### config.mk
export PLATFORM = sky130hd
export DESIGN_NAME = ioxi2c_target
export DESIGN_NICKNAME = d
export VERILOG_FILES = /design/src/hdl/ioxi2c_pkg.sv /design/src/hdl/ioxi2c_regfile.sv /design/src/hdl/ioxi2c_target.sv
export SDC_FILE = /design/constraint.sdc
export NUM_CORES = 1
export LEC_CHECK = 0
export BUFFER_PORTS_ARGS = -buffer_cell sky130_fd_sc_hd__buf_4
export CAP_MARGIN = 30
export CORE_UTILIZATION = 60
export DETAILED_ROUTE_END_ITERATION = 8
export PLACE_DENSITY = 0.83
export RECOVER_POWER = 100
export SETUP_SLACK_MARGIN = 0.4
export SLEW_MARGIN = 10
export SYNTH_ARGS = -nofsm -noshare
export SYNTH_HDL_FRONTEND = slang
export SYNTH_HIERARCHICAL = 1
export SYNTH_SLANG_ARGS = --single-unit
### constraint.sdc
create_clock -name core_clk -period 2.8 [get_ports core_clk]
set_input_delay 0.28 -clock core_clk [delete_from_list [all_inputs] [get_ports core_clk]]
set_output_delay 0.28 -clock core_clk [all_outputs]
set_load 0.02 [all_outputs]
### src/hdl/ioxi2c_pkg.sv
`default_nettype none

package ioxi2c_pkg;

    // Address byte layout
    localparam logic [3:0] ADDR_FIXED_HI    = 4'h4;
    localparam int         ADDR_STRAP_LSB   = 1;
    localparam int         BYTE_MSB         = 7;

    // Register selectors (command byte low bits)
    localparam logic [2:0] REG_IN0          = 3'h0;
    localparam logic [2:0] REG_IN1          = 3'h1;
    localparam logic [2:0] REG_OUT0         = 3'h2;
    localparam logic [2:0] REG_OUT1         = 3'h3;
    localparam logic [2:0] REG_POL0         = 3'h4;
    localparam logic [2:0] REG_POL1         = 3'h5;
    localparam logic [2:0] REG_CFG0         = 3'h6;
    localparam logic [2:0] REG_CFG1         = 3'h7;
    localparam int         REG_COUNT        = 8;

    // Reset values
    localparam logic [7:0] RST_OUT          = 8'hff;
    localparam logic [7:0] RST_POL          = 8'h00;
    localparam logic [7:0] RST_CFG          = 8'hff;
    localparam logic [2:0] RST_CMD          = 3'h0;

    // Serial engine states
    typedef enum logic [5:0] {
        IOXI_IDLE = 6'h01,
        IOXI_RECV = 6'h02,
        IOXI_ACK  = 6'h04,
        IOXI_SEND = 6'h08,
        IOXI_MACK = 6'h10,
        IOXI_WAIT = 6'h20
    } ioxi_state_t;

endpackage

`default_nettype wire

### src/hdl/ioxi2c_regfile.sv
`timescale 1ns/1ps
`default_nettype none

// Small register memory with registered read data
module ioxi2c_regfile (
    // Clock and reset
    input  wire logic       core_clk,
    input  wire logic       arst_n,
    // Write port
    input  wire logic       wr_en,
    input  wire logic [2:0] wr_sel,
    input  wire logic [7:0] wr_data,
    // Read port
    input  wire logic [2:0] rd_sel,
    input  wire logic [7:0] in_low,
    input  wire logic [7:0] in_high,
    output logic      [7:0] rd_data,
    // Register contents for the port logic
    output logic      [7:0] out_low_q,
    output logic      [7:0] out_high_q,
    output logic      [7:0] pol_low_q,
    output logic      [7:0] pol_high_q,
    output logic      [7:0] cfg_low_q,
    output logic      [7:0] cfg_high_q
);

    // Writable registers; input ports ignore writes
    always_ff @(posedge core_clk or negedge arst_n) begin
        if (!arst_n) begin
            out_low_q  <= ioxi2c_pkg::RST_OUT;
            out_high_q <= ioxi2c_pkg::RST_OUT;
            pol_low_q  <= ioxi2c_pkg::RST_POL;
            pol_high_q <= ioxi2c_pkg::RST_POL;
            cfg_low_q  <= ioxi2c_pkg::RST_CFG;
            cfg_high_q <= ioxi2c_pkg::RST_CFG;
        end else if (wr_en) begin
            case (wr_sel)
                ioxi2c_pkg::REG_OUT0: out_low_q  <= wr_data;
                ioxi2c_pkg::REG_OUT1: out_high_q <= wr_data;
                ioxi2c_pkg::REG_POL0: pol_low_q  <= wr_data;
                ioxi2c_pkg::REG_POL1: pol_high_q <= wr_data;
                ioxi2c_pkg::REG_CFG0: cfg_low_q  <= wr_data;
                ioxi2c_pkg::REG_CFG1: cfg_high_q <= wr_data;
                default: ;
            endcase
        end
    end

    // Registered read mux
    always_ff @(posedge core_clk or negedge arst_n) begin
        if (!arst_n) begin
            rd_data <= 8'h00;
        end else begin
            case (rd_sel)
                ioxi2c_pkg::REG_IN0:  rd_data <= in_low ^ pol_low_q;
                ioxi2c_pkg::REG_IN1:  rd_data <= in_high ^ pol_high_q;
                ioxi2c_pkg::REG_OUT0: rd_data <= out_low_q;
                ioxi2c_pkg::REG_OUT1: rd_data <= out_high_q;
                ioxi2c_pkg::REG_POL0: rd_data <= pol_low_q;
                ioxi2c_pkg::REG_POL1: rd_data <= pol_high_q;
                ioxi2c_pkg::REG_CFG0: rd_data <= cfg_low_q;
                default:              rd_data <= cfg_high_q;
            endcase
        end
    end

endmodule

`default_nettype wire

### src/hdl/ioxi2c_target.sv
`timescale 1ns/1ps
`default_nettype none

module ioxi2c_target (
    // Clock and power-on reset
    input  wire logic        core_clk,
    input  wire logic        arst_n,
    // Serial bus pins
    input  wire logic        scl_in,
    input  wire logic        sda_in,
    output logic             sda_out,
    output logic             sda_oe,
    // Address straps
    input  wire logic        addr_strap_bit0,
    input  wire logic        addr_strap_bit1,
    input  wire logic        addr_strap_bit2,
    // Port pins
    input  wire logic [7:0]  port_low_pins,
    input  wire logic [7:0]  port_high_pins,
    output logic      [15:0] port_drive_q,
    output logic      [15:0] port_oe_q,
    output logic      [1:0]  int_pending_q
);

    ////////////////////////////////////////////////////////////////////////
    // Input synchronisers: two flops before any logic
    logic [1:0]  scl_s, sda_s;
    logic [15:0] pin_s1, pin_s2;
    logic [2:0]  strap_s1, strap_s2, strap_q;
    logic        scl_d1;
    logic        sda_d1;

    always_ff @(posedge core_clk or negedge arst_n) begin
        if (!arst_n) begin
            scl_s    <= 2'h3;
            sda_s    <= 2'h3;
            pin_s1   <= 16'h0000;
            pin_s2   <= 16'h0000;
            strap_s1 <= 3'h0;
            strap_s2 <= 3'h0;
            scl_d1   <= 1'b1;
            sda_d1   <= 1'b1;
        end else begin
            scl_s    <= {scl_s[0], scl_in};
            sda_s    <= {sda_s[0], sda_in};
            pin_s1   <= {port_high_pins, port_low_pins};
            pin_s2   <= pin_s1;
            strap_s1 <= {addr_strap_bit2, addr_strap_bit1, addr_strap_bit0};
            strap_s2 <= strap_s1;
            scl_d1   <= scl_s[1];
            sda_d1   <= sda_s[1];
        end
    end

    // Strap register follows the synchronised straps every cycle after reset release; straps must not change later
    logic strap_done_q;
    always_ff @(posedge core_clk or negedge arst_n) begin
        if (!arst_n) begin
            strap_done_q <= 1'b0;
            strap_q      <= 3'h0;
        end else begin
            strap_done_q <= 1'b1;
            strap_q      <= strap_s2;
        end
    end

    // Bus events
    logic scl_rise, scl_fall, start_ev, stop_ev;
    assign scl_rise = scl_s[1] & ~scl_d1;
    assign scl_fall = ~scl_s[1] & scl_d1;
    assign start_ev = scl_s[1] & scl_d1 & sda_d1 & ~sda_s[1];
    assign stop_ev  = scl_s[1] & scl_d1 & ~sda_d1 & sda_s[1];

    ////////////////////////////////////////////////////////////////////////
    // Serial engine state
    ioxi2c_pkg::ioxi_state_t state_q;
    logic [7:0] shift_q;
    logic [3:0] bitcnt_q;
    logic [1:0] phase_q;    // 0 address, 1 command, 2 data
    logic       rw_q;
    logic [2:0] cmd_q;      // Stored pointer
    logic [2:0] cur_q;      // Register now being accessed
    logic       ack_drv_q;
    logic       wr_en_q;
    logic [7:0] rd_data;
    logic       strobe_q;   // Data-latch pulse at ack rising edge
    logic       addr_hit;

    assign addr_hit = (shift_q[7:4] == ioxi2c_pkg::ADDR_FIXED_HI)
                    && (shift_q[3:1] == strap_q) && strap_done_q;

    // Pair alternation helper
    function automatic logic [2:0] pair_other(input logic [2:0] sel);
        pair_other = {sel[2:1], ~sel[0]};
    endfunction

    // Main serial state machine
    always_ff @(posedge core_clk or negedge arst_n) begin
        if (!arst_n) begin
            state_q   <= ioxi2c_pkg::IOXI_IDLE;
            shift_q   <= 8'h00;
            bitcnt_q  <= 4'h0;
            phase_q   <= 2'h0;
            rw_q      <= 1'b0;
            cmd_q     <= ioxi2c_pkg::RST_CMD;
            cur_q     <= ioxi2c_pkg::RST_CMD;
            ack_drv_q <= 1'b0;
            wr_en_q   <= 1'b0;
            strobe_q  <= 1'b0;
        end else begin
            wr_en_q  <= 1'b0;
            strobe_q <= 1'b0;
            if (start_ev) begin
                // Only a restart past the address phase stores the pointer
                if (state_q != ioxi2c_pkg::IOXI_IDLE && phase_q != 2'h0)
                    cmd_q <= cur_q;
                state_q   <= ioxi2c_pkg::IOXI_RECV;
                bitcnt_q  <= 4'h0;
                phase_q   <= 2'h0;
                ack_drv_q <= 1'b0;
            end else if (stop_ev) begin
                state_q   <= ioxi2c_pkg::IOXI_IDLE;
                ack_drv_q <= 1'b0;
            end else begin
                case (state_q)
                    ioxi2c_pkg::IOXI_RECV: begin
                        if (scl_rise) begin
                            shift_q  <= {shift_q[6:0], sda_s[1]};
                            bitcnt_q <= bitcnt_q + 4'h1;
                        end
                        if (scl_fall && bitcnt_q == 4'h8) begin
                            bitcnt_q <= 4'h0;
                            state_q  <= ioxi2c_pkg::IOXI_ACK;
                            if (phase_q == 2'h0) begin
                                if (addr_hit) begin
                                    ack_drv_q <= 1'b1;
                                    rw_q      <= shift_q[0];
                                    cur_q     <= cmd_q;
                                end else begin
                                    state_q <= ioxi2c_pkg::IOXI_WAIT;
                                end
                            end else begin
                                ack_drv_q <= 1'b1;
                                if (phase_q == 2'h1) begin
                                    cmd_q <= shift_q[2:0];
                                    cur_q <= shift_q[2:0];
                                end
                            end
                        end
                    end
                    ioxi2c_pkg::IOXI_ACK: begin
                        if (scl_rise) begin
                            strobe_q <= 1'b1;
                            if (phase_q == 2'h2 && !rw_q)
                                wr_en_q <= 1'b1;
                        end
                        if (scl_fall) begin
                            ack_drv_q <= 1'b0;
                            if (phase_q == 2'h0 && rw_q) begin
                                phase_q <= 2'h2;
                                shift_q <= rd_data;
                                state_q <= ioxi2c_pkg::IOXI_SEND;
                            end else begin
                                if (phase_q == 2'h2 && !rw_q)
                                    cur_q <= pair_other(cur_q);
                                phase_q <= (phase_q == 2'h0) ? 2'h1 : 2'h2;
                                state_q <= ioxi2c_pkg::IOXI_RECV;
                            end
                        end
                    end
                    ioxi2c_pkg::IOXI_SEND: begin
                        if (scl_fall) begin
                            shift_q  <= {shift_q[6:0], 1'b0};
                            bitcnt_q <= bitcnt_q + 4'h1;
                            if (bitcnt_q == 4'h7) begin
                                bitcnt_q <= 4'h0;
                                state_q  <= ioxi2c_pkg::IOXI_MACK;
                            end
                        end
                    end
                    ioxi2c_pkg::IOXI_MACK: begin
                        if (scl_rise) begin
                            strobe_q <= 1'b1;
                            if (sda_s[1])
                                state_q <= ioxi2c_pkg::IOXI_WAIT;
                            else
                                cur_q <= pair_other(cur_q);
                        end
                    end
                    ioxi2c_pkg::IOXI_WAIT: begin
                        ack_drv_q <= 1'b0;
                    end
                    default: state_q <= ioxi2c_pkg::IOXI_IDLE;
                endcase
                // Load next read byte after the controller's ack
                if (state_q == ioxi2c_pkg::IOXI_MACK && scl_fall) begin
                    shift_q <= rd_data;
                    state_q <= ioxi2c_pkg::IOXI_SEND;
                end
            end
        end
    end

    // Data line drive, registered; open-drain so only low is driven
    always_ff @(posedge core_clk or negedge arst_n) begin
        if (!arst_n) begin
            sda_oe  <= 1'b0;
            sda_out <= 1'b0;
        end else begin
            sda_out <= 1'b0;
            sda_oe  <= ack_drv_q
                     | (state_q == ioxi2c_pkg::IOXI_SEND && !shift_q[7]);
        end
    end

    ////////////////////////////////////////////////////////////////////////
    // Register memory
    logic [7:0] out_lo, out_hi, pol_lo, pol_hi, cfg_lo, cfg_hi;
    logic [15:0] in_snap_q;

    ioxi2c_regfile i_ioxi2c_regfile (
        .core_clk   (core_clk),
        .arst_n     (arst_n),
        .wr_en      (wr_en_q),
        .wr_sel     (cur_q),
        .wr_data    (shift_q),
        .rd_sel     (cur_q),
        .in_low     (in_snap_q[7:0]),
        .in_high    (in_snap_q[15:8]),
        .rd_data    (rd_data),
        .out_low_q  (out_lo),
        .out_high_q (out_hi),
        .pol_low_q  (pol_lo),
        .pol_high_q (pol_hi),
        .cfg_low_q  (cfg_lo),
        .cfg_high_q (cfg_hi)
    );

    // Port drivers follow output and configuration registers
    always_ff @(posedge core_clk or negedge arst_n) begin
        if (!arst_n) begin
            port_drive_q <= {ioxi2c_pkg::RST_OUT, ioxi2c_pkg::RST_OUT};
            port_oe_q    <= 16'h0000;
        end else begin
            port_drive_q <= {out_hi, out_lo};
            port_oe_q    <= ~{cfg_hi, cfg_lo};
        end
    end

    // Per-port input snapshot, refreshed during warm-up and at that port's read ack
    logic [1:0]  rd_clr;
    logic [1:0]  warm_q;    // Counts out the pin synchroniser after reset
    logic [15:0] cfg_all;
    assign rd_clr[0] = strobe_q && rw_q && cur_q == ioxi2c_pkg::REG_IN0;
    assign rd_clr[1] = strobe_q && rw_q && cur_q == ioxi2c_pkg::REG_IN1;
    assign cfg_all   = {cfg_hi, cfg_lo};

    // Snapshot tracks pins until the synchroniser is full: no false flag
    always_ff @(posedge core_clk or negedge arst_n) begin
        if (!arst_n) begin
            warm_q        <= 2'h0;
            in_snap_q     <= 16'h0000;
            int_pending_q <= 2'h0;
        end else begin
            if (warm_q != 2'h3)
                warm_q <= warm_q + 2'h1;
            for (int p = 0; p < 2; p++) begin
                if (warm_q != 2'h3 || rd_clr[p]) begin
                    in_snap_q[p*8 +: 8] <= pin_s2[p*8 +: 8];
                    int_pending_q[p]    <= 1'b0;
                end else if (|((pin_s2[p*8 +: 8] ^ in_snap_q[p*8 +: 8]) & cfg_all[p*8 +: 8]))
                    int_pending_q[p] <= 1'b1;
                else
                    int_pending_q[p] <= 1'b0;
            end
        end
    end

    ////////////////////////////////////////////////////////////////////////
    // Checks
    a_nomatch_quiet: assert property (@(posedge core_clk) disable iff (!arst_n)
        state_q == ioxi2c_pkg::IOXI_WAIT && $past(state_q) == ioxi2c_pkg::IOXI_WAIT
        |-> !ack_drv_q) else $error("drive while ignoring");
    a_stop_idle: assert property (@(posedge core_clk) disable iff (!arst_n)
        stop_ev && !start_ev |=> state_q == ioxi2c_pkg::IOXI_IDLE)
        else $error("stop not honoured");
    a_write_at_ack: assert property (@(posedge core_clk) disable iff (!arst_n)
        wr_en_q |-> $past(state_q) == ioxi2c_pkg::IOXI_ACK && !rw_q)
        else $error("write outside ack");
    a_nack_release: assert property (@(posedge core_clk) disable iff (!arst_n)
        state_q == ioxi2c_pkg::IOXI_WAIT ##1 state_q == ioxi2c_pkg::IOXI_WAIT
        |-> !sda_oe) else $error("sda held after nack");
    a_read_clears: assert property (@(posedge core_clk) disable iff (!arst_n)
        rd_clr[0] |=> !int_pending_q[0]) else $error("int not cleared");
    a_pair_alt: assert property (@(posedge core_clk) disable iff (!arst_n)
        state_q == ioxi2c_pkg::IOXI_MACK && scl_rise && !sda_s[1] && !start_ev && !stop_ev
        |=> cur_q[2:1] == $past(cur_q[2:1]) && cur_q[0] != $past(cur_q[0]))
        else $error("pair not alternated");
    a_cmd_store: assert property (@(posedge core_clk) disable iff (!arst_n)
        state_q == ioxi2c_pkg::IOXI_RECV && phase_q == 2'h1 && scl_fall
        && bitcnt_q == 4'h8 && !start_ev && !stop_ev
        |=> cmd_q == $past(shift_q[2:0])) else $error("command not stored");
    a_addr_ack: assert property (@(posedge core_clk) disable iff (!arst_n)
        state_q == ioxi2c_pkg::IOXI_RECV && phase_q == 2'h0 && scl_fall
        && bitcnt_q == 4'h8 && addr_hit && !start_ev && !stop_ev
        |=> ack_drv_q ##1 sda_oe) else $error("address not acked");
    c_write: cover property (@(posedge core_clk) disable iff (!arst_n) wr_en_q);
    c_read: cover property (@(posedge core_clk) disable iff (!arst_n)
        state_q == ioxi2c_pkg::IOXI_SEND);
    c_nack: cover property (@(posedge core_clk) disable iff (!arst_n)
        state_q == ioxi2c_pkg::IOXI_MACK ##1 state_q == ioxi2c_pkg::IOXI_WAIT);

endmodule

`default_nettype wire

Word-level counts from Yosys, hierarchy flattened
Index checks and enable logic that the tools add are counted.
Storage, ports and cells
  bits in registers: 187
  latch bits: 0
  memory bits (writable): 0
  bits in read-only memories: 0
  bits of input ports: 23
  output and inout port bits: 36
  logic and storage cells: 224
  memories kept: 0
Operators by class
  add/sub/neg operators: 2
  multipliers: 0
  div/mod/pow operators: 0
  $lt $le $gt $ge: 0
  eq/ne operators: 48
  shift-type cells: 0
  mux-type cells: 69
  bitwise logic cells: 24
  reduce and logical (&&, ||, !) cells: 46
Operators with widths (count)
  6-bit two-way mux: 11
  8-bit case mux with 7 select lines: 1
  8-bit two-way mux: 5
  8-bit bitwise XOR: 4
  3-bit two-way mux: 10
  6-bit case mux with 5 select lines: 1
  4-bit two-way mux: 7
  5-bit != test, second input constant: 5
  1-bit two-way mux: 24
  8-bit case mux with 3 select lines: 1
  3-bit != test, second input constant: 7
  2-bit != test, second input constant: 10
  8-bit AND: 2
  4-bit != test, second input constant: 4
  16-bit inverter: 1
  8-bit OR reduction: 2
  7-bit AND reduction: 2
  2-bit nonzero test: 7
  3-bit == test, second input constant: 4
  2-bit two-way mux: 6
  2-bit AND reduction: 6
  6-bit AND reduction: 2
  1-bit logical AND: 11
  11-bit AND reduction: 1
  34 further kinds: 55

Depth between registers and ports, before layout
Gate-level depths: netlist (run 1).
  depth in word-level cells: 10
  mapped depth: 7
  mapped depth without buffers: 6

Modules after synthesis
Netlist (run 1), hierarchy kept.
By module, submodules not included
  ioxi2c_target: instances 1, cells an instance 373, area each 5083.6 µm², seq. area each 3306.9 µm²
  ioxi2c_regfile: instances 1, cells an instance 223, area each 2793.9 µm², seq. area each 1441.4 µm²

Worst setup path after synthesis (run 1)
OpenSTA, ideal clock, no wires.
  path kind: reg2reg
  start: register scl_d1
  end: register state_q[3]
  library setup time: 0.125 ns
  arrival time: 1.933 ns
  required time: 2.675 ns
  path slack: 0.742 ns
  stages on the path, launching flop included: 7
  buffers on the path: 1
  period minus slack after synthesis: 2.058 ns
  cells stage by stage: dfstp_2 -> clkbuf_2 -> and2b_1 -> and4_1 -> o22ai_2 -> a221oi_4 -> mux2_2
On the way
  cells in the longest elaborated chain, start to end: 5
  elaborated cells between the ends (all ways): 21
  classes of those cells: eq/ne (7); mux (3); bitwise (8); reduce/logical (3)
RTL lines
  start: declaration: line ioxi2c_target.sv:30  | logic scl_d1;
  start signal: assignment: line ioxi2c_target.sv:50  | scl_d1 <= scl_s[1];
  1-bit AND (on tied branches): line ioxi2c_target.sv:71, ioxi2c_target.sv:72, ioxi2c_target.sv:70
  1-bit AND, or another cell as far along (2 in a row): line ioxi2c_target.sv:71  | assign start_ev = scl_s[1] & scl_d1 & sda_d1 & ~sda_s[1];
  5-bit != test (no source line), or another cell as far along
  7-bit AND reduction (no source line) or 6-bit two-way mux (tied branches)
  end signal: assignment: line ioxi2c_target.sv:100  | state_q <= ioxi2c_pkg::IOXI_IDLE;
  end signal: assignment: line ioxi2c_target.sv:117  | state_q <= ioxi2c_pkg::IOXI_RECV;
  end signal: assignment: line ioxi2c_target.sv:122  | state_q <= ioxi2c_pkg::IOXI_IDLE;
  end: declaration: line ioxi2c_target.sv:76  | ioxi2c_pkg::ioxi_state_t state_q;
Several ways; a longest one is shown, not always the timed one.
A chain may end at the register's enable or synchronous reset.

Final worst setup path (run 1)
  start: register cur_q[0]
  end: register i_ioxi2c_regfile.out_high_q[1]
On the way
  cells in the longest elaborated chain, start to end: 2
RTL lines
  start: declaration: line ioxi2c_target.sv:82  | logic [2:0] cur_q;
  start signal: assignment: line ioxi2c_target.sv:106  | cur_q <= ioxi2c_pkg::RST_CMD;
  start signal: assignment: line ioxi2c_target.sv:138  | cur_q <= cmd_q;
  start signal: assignment: line ioxi2c_target.sv:146  | cur_q <= shift_q[2:0];
  3-bit by 2-bit == test with 1-bit output: line ioxi2c_regfile.sv:37  | case (wr_sel)
  2-bit AND reduction (no source line)
  end signal: assignment: line ioxi2c_regfile.sv:31  | out_high_q <= ioxi2c_pkg::RST_OUT;
  end signal: assignment: line ioxi2c_regfile.sv:39  | ioxi2c_pkg::REG_OUT1: out_high_q <= wr_data;
  end: declaration: line ioxi2c_regfile.sv:20  | output logic [7:0] out_high_q,
No other way between the ends.

==> metrics.txt, run 1 <==
status complete, but fails checks; failing checks max-capacitance violations, max-slew violations; post-synthesis area per instance around 13 um2; Syn Nets about 620; area growth from synthesis to layout 15.3%; Die Wd between 100 and 150 um; largest net degree at the start of global routing between 70 and 80; worst reg-to-reg path cell count 3; TritonCTS clock tree done; clock slew at reported path FFs approximately 0.06 ns; Hold Path Cell Cnt 0; TritonCTS Sinks between 150 and 200; worst min path class reg2reg; CP endpoint kind flip-flop; Initial DRC Count between 300 and 400; Sequential Power Share approximately 52%; die area between 0.01 and 0.015 mm2; Adder-Cell Fraction of Synth Area less than 1%; first-pass GRT wire length around 28000 um; Multi-input gate area about 0.0028 mm2; CTS root buffer clkbuf_16; DP Wirelength about 12000 um; Netlist cell types between 70 and 80; Fmax roughly 400 MHz; share of cells above drive strength 1 between 20% and 30%; Leakage around 3.8 nW; Max stage delay cell, worst path nand4b_1; most frequent cells in the layout dfrtp_1 (132), mux2_2 (89), clkbuf_1 (41); WP data required roughly 3.2 ns; Cell Area, Placed approximately 0.0085 mm2; Clock Skew about 0.010 ns; Pint ~4.2 mW; delay of the slowest cell on the worst path roughly 0.7 ns; overall routing resource usage 28.1%; Port Buf Inserts 57; WP data arrival 2.86 ns; Pwr Total 5.41 mW; simple-gate share of the synthesized area a little under a tenth; cell chain of the critical path clkbuf_2 > nand4b_1 > mux2_2; Die Ht around 120 um; Vias/cell around 5.9; TritonRoute pass-1 iters 5; met3 wire len a little over 900 um; Final Instance Area 0.00909 mm2; pre-CTS worst setup slack roughly 0.31 ns; Post-synth EDFFs 0; post-synthesis async set-or-reset flop share 100%; cell family with the largest share of critical-path delay simple AND/OR/NAND/NOR gates; worst hold start pin_s1[9]$_DFF_PN0_; wire length on met1 7070 um; reg2reg start cur_q[0]$_DFFE_PN0P_; H-tree Lvls 4; routed vias a little over 5000; n_diodes 0; DP Cell Count slightly above 800; CTS max path bufs 2; yosys warns 6; commonest non-fill, non-tap cell in the layout dfrtp_1; Hold EP pin_s2[9]$_DFF_PN0_; NetSw ~1.2 mW; I/O pin count roughly 60; postcts setup bufs 0; FILL cells roughly 900; ANT nets after route 0; RSZ-0062 raised after global routing no; num rows about 40; Gate power share 4.6%; worst setup path startpoint cur_q[0]$_DFFE_PN0P_; Rel. slew slack -0.597%; crit start category flip-flop; register area between 0.004 and 0.005 mm2; compound-gate portion of the synthesized area 8.78%; routed wire length 17300 um; final setup fails 0; antenna violations before repair 0; fin cells ~870; Worst-Skew Late Latency roughly 0.43 ns; crit path kind reg2reg; Tcrit/Tclk final 89.5%; vias in the first global route ~5300; met2 wire len 8850 um; Slew Viols, Final 61; XOR/XNOR Fraction of Synth Area roughly 3.6%; global route overflow 0; Power Density ~600 mW/mm2; Setup WS post-layout just under 0.3 ns; Slew @ Worst Pin about 1.5 ns; min cycle time layout between 2 and 3 ns; Final nets ~710; multiplexer area fraction after synthesis ~15%; worst reg2reg endpoint i_ioxi2c_regfile/out_high_q[1]$_DFFE_PN1P_; GP Congestion around 0.88; Core ar. ~0.013 mm2; max_cap viols 1; CP Max Fanout 35; main combinational cell family by area after synthesis multiplexers; switch share between 20% and 30%; DRC Markers 0; CP Depth 3; Buf+Inv Stages, Crit Path 1; synthesized flop and latch total approximately 190; Starting Density 61.9%; WL per Instance roughly 20 um; top_reg_cell synth dfrtp_1; register area share after synthesis between 60 and 70%; FF-to-FF setup slack roughly 0.3 ns; mapped cell area about 0.008 mm2; total CTS buffers 17; worst vdd ir 0.000475 V; Mapped Cells 596; clock power share a little over two fifths; top layer in use met4; Setup TNS 0 ns; Fin. Hold Viols 0
per-stage QoR:
step	util, %	hold WS [ns]
CTS	73.0	0.349
detailed placement	66.7	0.285
global route	71.4	0.354
floorplan	-	-0.0156
finish	71.4	0.348
global placement	66.7	0.283
routing by layer:
| metal | vias to the layer above | global-route usage [%] |
|---|---|---|
| li1 | 2305 | - |
| met1 | 2606 | 35.3 |
| met2 | 184 | 46.9 |
| met3 | 46 | 6.33 |
| met4 | 0 | 12.2 |
| met5 | - | 0 |
sequential cells by signal, summed over array words and instances (netlist names), 4 cells and up:
signal                       cells
bitcnt_q                         4
i_ioxi2c_regfile/cfg_high_q      8
i_ioxi2c_regfile/cfg_low_q       8
i_ioxi2c_regfile/out_high_q      8
i_ioxi2c_regfile/out_low_q       8
i_ioxi2c_regfile/pol_high_q      8
i_ioxi2c_regfile/pol_low_q       8
i_ioxi2c_regfile/rd_data         8
in_snap_q                       16
pin_s1                          16
pin_s2                          16
port_drive_q                    16
port_oe_q                       16
shift_q                          8
state_q                          6
layout make-up:
type / instances / area share, %
inverter: 30 / 1.24
timing repair buffer: 89 / 6.53
multi-input combinational: 361 / 31.3
sequential: 187 / 52.3
clock inverter: 9 / 1.23
tap: 172 / 2.37
clock buffer: 23 / 5.04
worst register-to-register path, cell delays in order (launching register included):
cell and delay, ns:
dfrtp_1 0.53, clkbuf_2 0.69, nand4b_1 0.70, mux2_2 0.52
logic make-up (layout without fill, tap and decap cells):
kind of cell / Yosys count / in the layout
flops: 187 / 187
simple gates: 124 / 124
compound gates: 97 / 97
buf+inv: 48 / 151
fa+ha+maj: 3 / 3
xor+xnor: 32 / 32
other cells: 2 / 2
mux: 103 / 103
how the worst max path moves through the flow:
stage                                                       to  slack (ns)
floorplan                               state_q[3]$_DFFE_PN0P_        0.74
global placement                        state_q[4]$_DFFE_PN0P_        0.45
detailed placement                      shift_q[6]$_DFFE_PN0P_        0.31
CTS                                     state_q[3]$_DFFE_PN0P_        0.52
global route        i_ioxi2c_regfile/out_high_q[1]$_DFFE_PN1P_        0.23
finish              i_ioxi2c_regfile/out_high_q[1]$_DFFE_PN1P_        0.30
repair_timing:
action | in CTS | in global routing
hold endpoints to repair | 53 | 0
resized for setup | 2 | 0
hold buffers | 22 | 0
endpoints found under the setup margin | 9 | 0
power groups by stage:
stage | Sequential [mW] | Combinational, mW | Clock (mW)
after global routing | 2.84 | 0.282 | 2.48
final | 2.84 | 0.249 | 2.33
after detailed placement | 2.89 | 0.229 | 0
after global placement | 2.88 | 0.222 | 0
after floorplan | 2.86 | 0.127 | 0
after CTS | 2.84 | 0.256 | 2.36
cells in the mapped netlist (9+ instances only):
cell,number,area share (%)
dfrtp_1,132,42
mux2_2,89,13
dfstp_2,55,18
inv_1,30,1.4
nand2_1,25,1.2
nor2_1,24,1.1
xnor2_1,21,2.3
o21ai_0,20,1.3
nand3_1,18,1.1
a21oi_1,16,1.0
mux2i_1,11,1.4
xor2_1,11,1.2
nor2b_1,9,0.71
No activity file was read; power rests on OpenSTA's default activity.
==> inputs of run 2 (changes only) <==
--- a/config.mk
+++ b/config.mk
@@ -7,9 +7,9 @@
 export LEC_CHECK = 0
 export BUFFER_PORTS_ARGS = -buffer_cell sky130_fd_sc_hd__buf_4
 export CAP_MARGIN = 30
-export CORE_UTILIZATION = 60
+export CORE_UTILIZATION = 55
 export DETAILED_ROUTE_END_ITERATION = 8
-export PLACE_DENSITY = 0.83
+export PLACE_DENSITY = 0.77
 export RECOVER_POWER = 100
 export SETUP_SLACK_MARGIN = 0.4
 export SLEW_MARGIN = 10
==> constraint.sdc (replaced) <==
create_clock -name core_clk -period 2.8 [get_ports core_clk]
set_input_delay 0.42 -clock core_clk [delete_from_list [all_inputs] [get_ports core_clk]]
set_output_delay 0.42 -clock core_clk [all_outputs]
set_load 0.02 [all_outputs]
==> metrics.txt, run 2 (synthesis results as in run 1) <==
status complete, but fails checks; failing checks max-capacitance violations, max-slew violations; pre-CTS worst setup slack around 0.39 ns; RSZ-0062 raised after global routing no; DRC Markers 0; crit path kind reg2reg; Max stage delay cell, worst path nor3_2; Final Instance Area 0.00891 mm2; num rows 43; CP Max Fanout 32; delay of the slowest cell on the worst path around 0.80 ns; Gate power share under 10%; global route overflow 0; CTS max path bufs 2; crit start category flip-flop; Slew @ Worst Pin approximately 1.6 ns; Setup TNS 0 ns; first-pass GRT wire length around 27000 um; worst reg2reg endpoint i_ioxi2c_regfile/pol_low_q[7]$_DFFE_PN0P_; Pwr Total between 5 and 6 mW; min cycle time layout around 2.4 ns; WP data required 3.11 ns; Hold EP scl_s[0]$_DFF_PN1_; commonest non-fill, non-tap cell in the layout dfrtp_1; Initial DRC Count 400; clock slew at reported path FFs 0.06 ns; Cell Area, Placed roughly 0.0085 mm2; switch share 22.5%; most frequent cells in the layout dfrtp_1 (132), mux2_2 (89), clkbuf_1 (39); antenna violations before repair 0; H-tree Lvls 4; worst hold start scl_in; GP Congestion between 0.8 and 0.9; ANT nets after route 0; Starting Density between 50% and 60%; TritonCTS Sinks roughly 190; max_cap viols 1; worst setup path startpoint cur_q[0]$_DFFE_PN0P_; hold_ws 0.0989 ns; worst vdd ir about 0.00037 V; largest net degree at the start of global routing 66; Vias/cell 5.77; Clock Skew roughly 0.0055 ns; Final nets 692; Core ar. about 0.014 mm2; Pint 4.10 mW; FF-to-FF setup slack 0.40 ns; final setup fails 0; Port Buf Inserts 57; Die Ht 122 um; die area approximately 0.015 mm2; DP Cell Count 826; TritonRoute pass-1 iters 5; CP endpoint kind flip-flop; fin cells about 860; routed wire length about 17000 um; WL per Instance slightly below 20 um; Sequential Power Share between 50% and 60%; Fin. Hold Viols 0; postcts setup bufs 0; Setup WS post-layout roughly 0.4 ns; DP Wirelength about 12000 um; final core occ between 60% and 70%; n_diodes 0; Rel. slew slack -7.79%; worst min path class in2reg; Worst-Skew Late Latency around 0.43 ns; routed vias ~5000; NetSw 1.19 mW; vias in the first global route 5209; total CTS buffers 17; Slew Viols, Final 65; overall routing resource usage ~25%; CTS root buffer clkbuf_16; Die Wd ~120 um; clock power share between 40% and 50%; reg2reg start cur_q[0]$_DFFE_PN0P_; worst reg-to-reg path cell count 3; WP data arrival between 2 and 3 ns; Tcrit/Tclk final a little under nine tenths; Power Density between 500 and 600 mW/mm2; I/O pin count 59; share of cells above drive strength 1 27.8%; Fmax about 420 MHz; cell chain of the critical path clkbuf_2 > nor3_2 > mux2_2; area growth from synthesis to layout 13.1%; Leakage ~3.8 nW; Hold Path Cell Cnt 1; TritonCTS clock tree done
run 2: cell count changes in the layout (fill, tap and decap cells not counted), sizes merged:
cell / previous run / this run
bufinv: 2 / 0
clkbuf: 83 / 84
dlygate4sd3: 22 / 1
clkinv: 2 / 4
run 2: how the worst max path moves through the flow:
stage	to	cells after the start
after floorplan	state_q[3]$_DFFE_PN0P_	6
after global placement	shift_q[6]$_DFFE_PN0P_	5
after detailed placement	shift_q[6]$_DFFE_PN0P_	5
after CTS	shift_q[6]$_DFFE_PN0P_	5
after global routing	i_ioxi2c_regfile/pol_low_q[3]$_DFFE_PN0P_	3
final	i_ioxi2c_regfile/pol_low_q[7]$_DFFE_PN0P_	3
run 2: final cells by class:
type	count	area, um2
clock buffers	23	488
clock inverters	9	60.1
fillers	1061	5020
inverters	30	113
multi-input cells	361	2890
flip-flops and latches	187	4750
well taps	180	225
repair buffers	69	387
run 2: layer usage:
layer / vias up / global-route usage, % / wire length, um
met4: 0 / 9.80 / 348
met5: - / 0 / 0
met2: 119 / 41.9 / 8800
met3: 25 / 5.62 / 728
met1: 2561 / 31.5 / 7070
li1: 2253 / - / -
run 2: worst max-delay path: cells and delay by family, from the launching register on:
kind	cells	cell delay (ns)
buffers and inverters	1	0.52
AND/OR/NAND/NOR	1	0.80
multiplexers	1	0.41
flip-flops	1	0.55
run 2: power by group through the flow:
stage               Clock, mW  Sequential (mW)  Combinational [mW]
floorplan                   0             2.86               0.127
global placement            0             2.88               0.226
detailed placement          0             2.89               0.235
CTS                      2.28             2.84               0.238
global route             2.40             2.84               0.266
finish                   2.23             2.84               0.231
run 2: what timing repair did:
action                                 CTS  global route
endpoints found under the hold margin   42             0
setup endpoints to repair                2             4
hold buffers                             1             0
gates resized for setup                  1             1
==> inputs of run 3 (changes only) <==
--- a/config.mk
+++ b/config.mk
@@ -7,9 +7,9 @@
 export LEC_CHECK = 0
 export BUFFER_PORTS_ARGS = -buffer_cell sky130_fd_sc_hd__buf_4
 export CAP_MARGIN = 30
-export CORE_UTILIZATION = 55
+export CORE_UTILIZATION = 50
 export DETAILED_ROUTE_END_ITERATION = 8
-export PLACE_DENSITY = 0.77
+export PLACE_DENSITY = 0.71
 export RECOVER_POWER = 100
 export SETUP_SLACK_MARGIN = 0.4
 export SLEW_MARGIN = 10
==> metrics.txt, run 3 (synthesis results as in run 1) <==
Port Buf Inserts between 50 and 60; wire length on met1 around 7000 um; CTS max path bufs 2; Fmax 403 MHz; clock power share 43.9%; min cycle time layout between 2 and 2.5 ns; n_diodes 0; GP Congestion ~0.86; Power Density between 600 and 700 mW/mm2; NetSw roughly 1.2 mW; first-pass GRT wire length about 27000 um; global route overflow 0; DP Wirelength 11800 um; WP data arrival between 2 and 3 ns; Leakage 3.78 nW; Clock Skew around 0.0083 ns; most frequent cells in the layout dfrtp_1 (132), mux2_2 (88), clkbuf_1 (38); Rel. slew slack -10.5%; Core ar. ~0.015 mm2; max_cap viols 1; worst min path class in2reg; TritonRoute pass-1 iters 4; ANT nets after route 0; die area around 0.016 mm2; Die Wd about 130 um; FF-to-FF setup slack 0.32 ns; top layer in use met4; Slew @ Worst Pin 1.66 ns; Cell Area, Placed about 0.0086 mm2; FILL cells 1305; clock slew at reported path FFs 0.07 ns; crit start category flip-flop; Fin. Hold Viols 0; Initial DRC Count ~220; DRC Markers 0; CP Max Fanout 13; Final Instance Area 0.00901 mm2; Pint 4.25 mW; vias in the first global route slightly above 5000; WL per Instance 19.0 um; status complete, but fails checks; routed wire length 16900 um; commonest non-fill, non-tap cell in the layout dfrtp_1; Sequential Power Share roughly 52%; final setup fails 0; H-tree Lvls 4; largest net degree at the start of global routing slightly below 70; area growth from synthesis to layout 14.4%; Gate power share approximately 4.2%; Worst-Skew Late Latency 0.43 ns; total CTS buffers 17; met3 wire len a little under 700 um; I/O pin count 59; switch share between 20% and 30%; Starting Density approximately 50%; TritonCTS clock tree done; Setup TNS 0 ns; CTS root buffer clkbuf_16; met2 wire len slightly below 9000 um; TritonCTS Sinks ~190; Tcrit/Tclk final about nine tenths; Die Ht 128 um; RSZ-0062 raised after global routing no; num rows between 40 and 50; share of cells above drive strength 1 approximately 28%; Vias/cell 5.53; CP endpoint kind flip-flop; overall routing resource usage a little under a quarter; crit path kind reg2reg; worst vdd ir between 0.0004 and 0.0005 V; routed vias ~5000; WP data required between 3 and 4 ns; Slew Viols, Final 67; failing checks max-capacitance violations, max-slew violations; Final nets around 700; antenna violations before repair 0
-- run 3: final cells by class --
class | count | area (um2) | area share [%]
Tap cell | 211 | 264 | 2.93
Timing Repair Buffer | 72 | 428 | 4.75
Clock buffer | 21 | 460 | 5.11
Multi-Input combinational cell | 361 | 2860 | 31.8
Inverter | 30 | 113 | 1.25
Clock inverter | 11 | 134 | 1.49
Sequential cell | 187 | 4750 | 52.7
-- run 3: final timing paths --
path | from | to | cells after the start
setup / recovery | scl_d1$_DFF_PN1_ | state_q[3]$_DFFE_PN0P_ | 5
hold / removal | scl_in | scl_s[0]$_DFF_PN1_ | 1
setup reg to reg | scl_d1$_DFF_PN1_ | state_q[3]$_DFFE_PN0P_ | 5
hold reg to reg | pin_s1[3]$_DFF_PN0_ | pin_s2[3]$_DFF_PN0_ | 0
max in group asynchronous | arst_n | port_drive_q[0]$_DFF_PN1_ | 3
min in group asynchronous | arst_n | pin_s1[2]$_DFF_PN0_ | 2
-- run 3: worst max-delay path: stages (launching register included) --
cell and delay [ns]:
dfstp_2 0.60, and2b_1 0.42, and4_1 0.31, o22ai_1 0.17
a221oi_4 0.49, mux2_2 0.38
-- run 3: metrics by stage --
stage / total power, mW / worst slack (ns) / hold slack, ns / utilization [%] / instances
final: 5.47 / 0.316 / 0.0984 / 58.8 / 893
after global routing: 5.67 / 0.217 / 0.0789 / 58.8 / 893
after CTS: 5.53 / 0.484 / 0.0763 / 60.0 / 893
after detailed placement: 3.12 / 0.348 / 0.336 / 56.1 / 860
after global placement: 3.11 / 0.436 / 0.332 / 56.1 / 860
after floorplan: 2.99 / 0.742 / 0.124 / - / 596
-- run 3: power groups by stage --
| stage | Clock, mW | Combinational [mW] | Sequential (mW) |
|---|---|---|---|
| 6_report | 2.40 | 0.231 | 2.84 |
| 5_1_grt | 2.56 | 0.266 | 2.84 |
| 4_1_cts | 2.45 | 0.239 | 2.84 |
| 3_5_place_dp | 0 | 0.236 | 2.89 |
| 3_3_place_gp | 0 | 0.228 | 2.88 |
| 2_1_floorplan | 0 | 0.127 | 2.86 |
-- run 3: what timing repair did --
action	in CTS	in global routing
gates resized for setup	1	2
pin swaps	0	0
endpoints found under the setup margin	9	5
endpoints found under the hold margin	14	0
hold buffers	1	0
buffers inserted	0	0
-- run 3: layer usage --
metal / global-route usage [%] / up-vias
met2: 40.0 / 121
met4: 8.47 / 0
met5: 0 / -
li1: - / 2274
met3: 4.94 / 26
met1: 26.8 / 2520
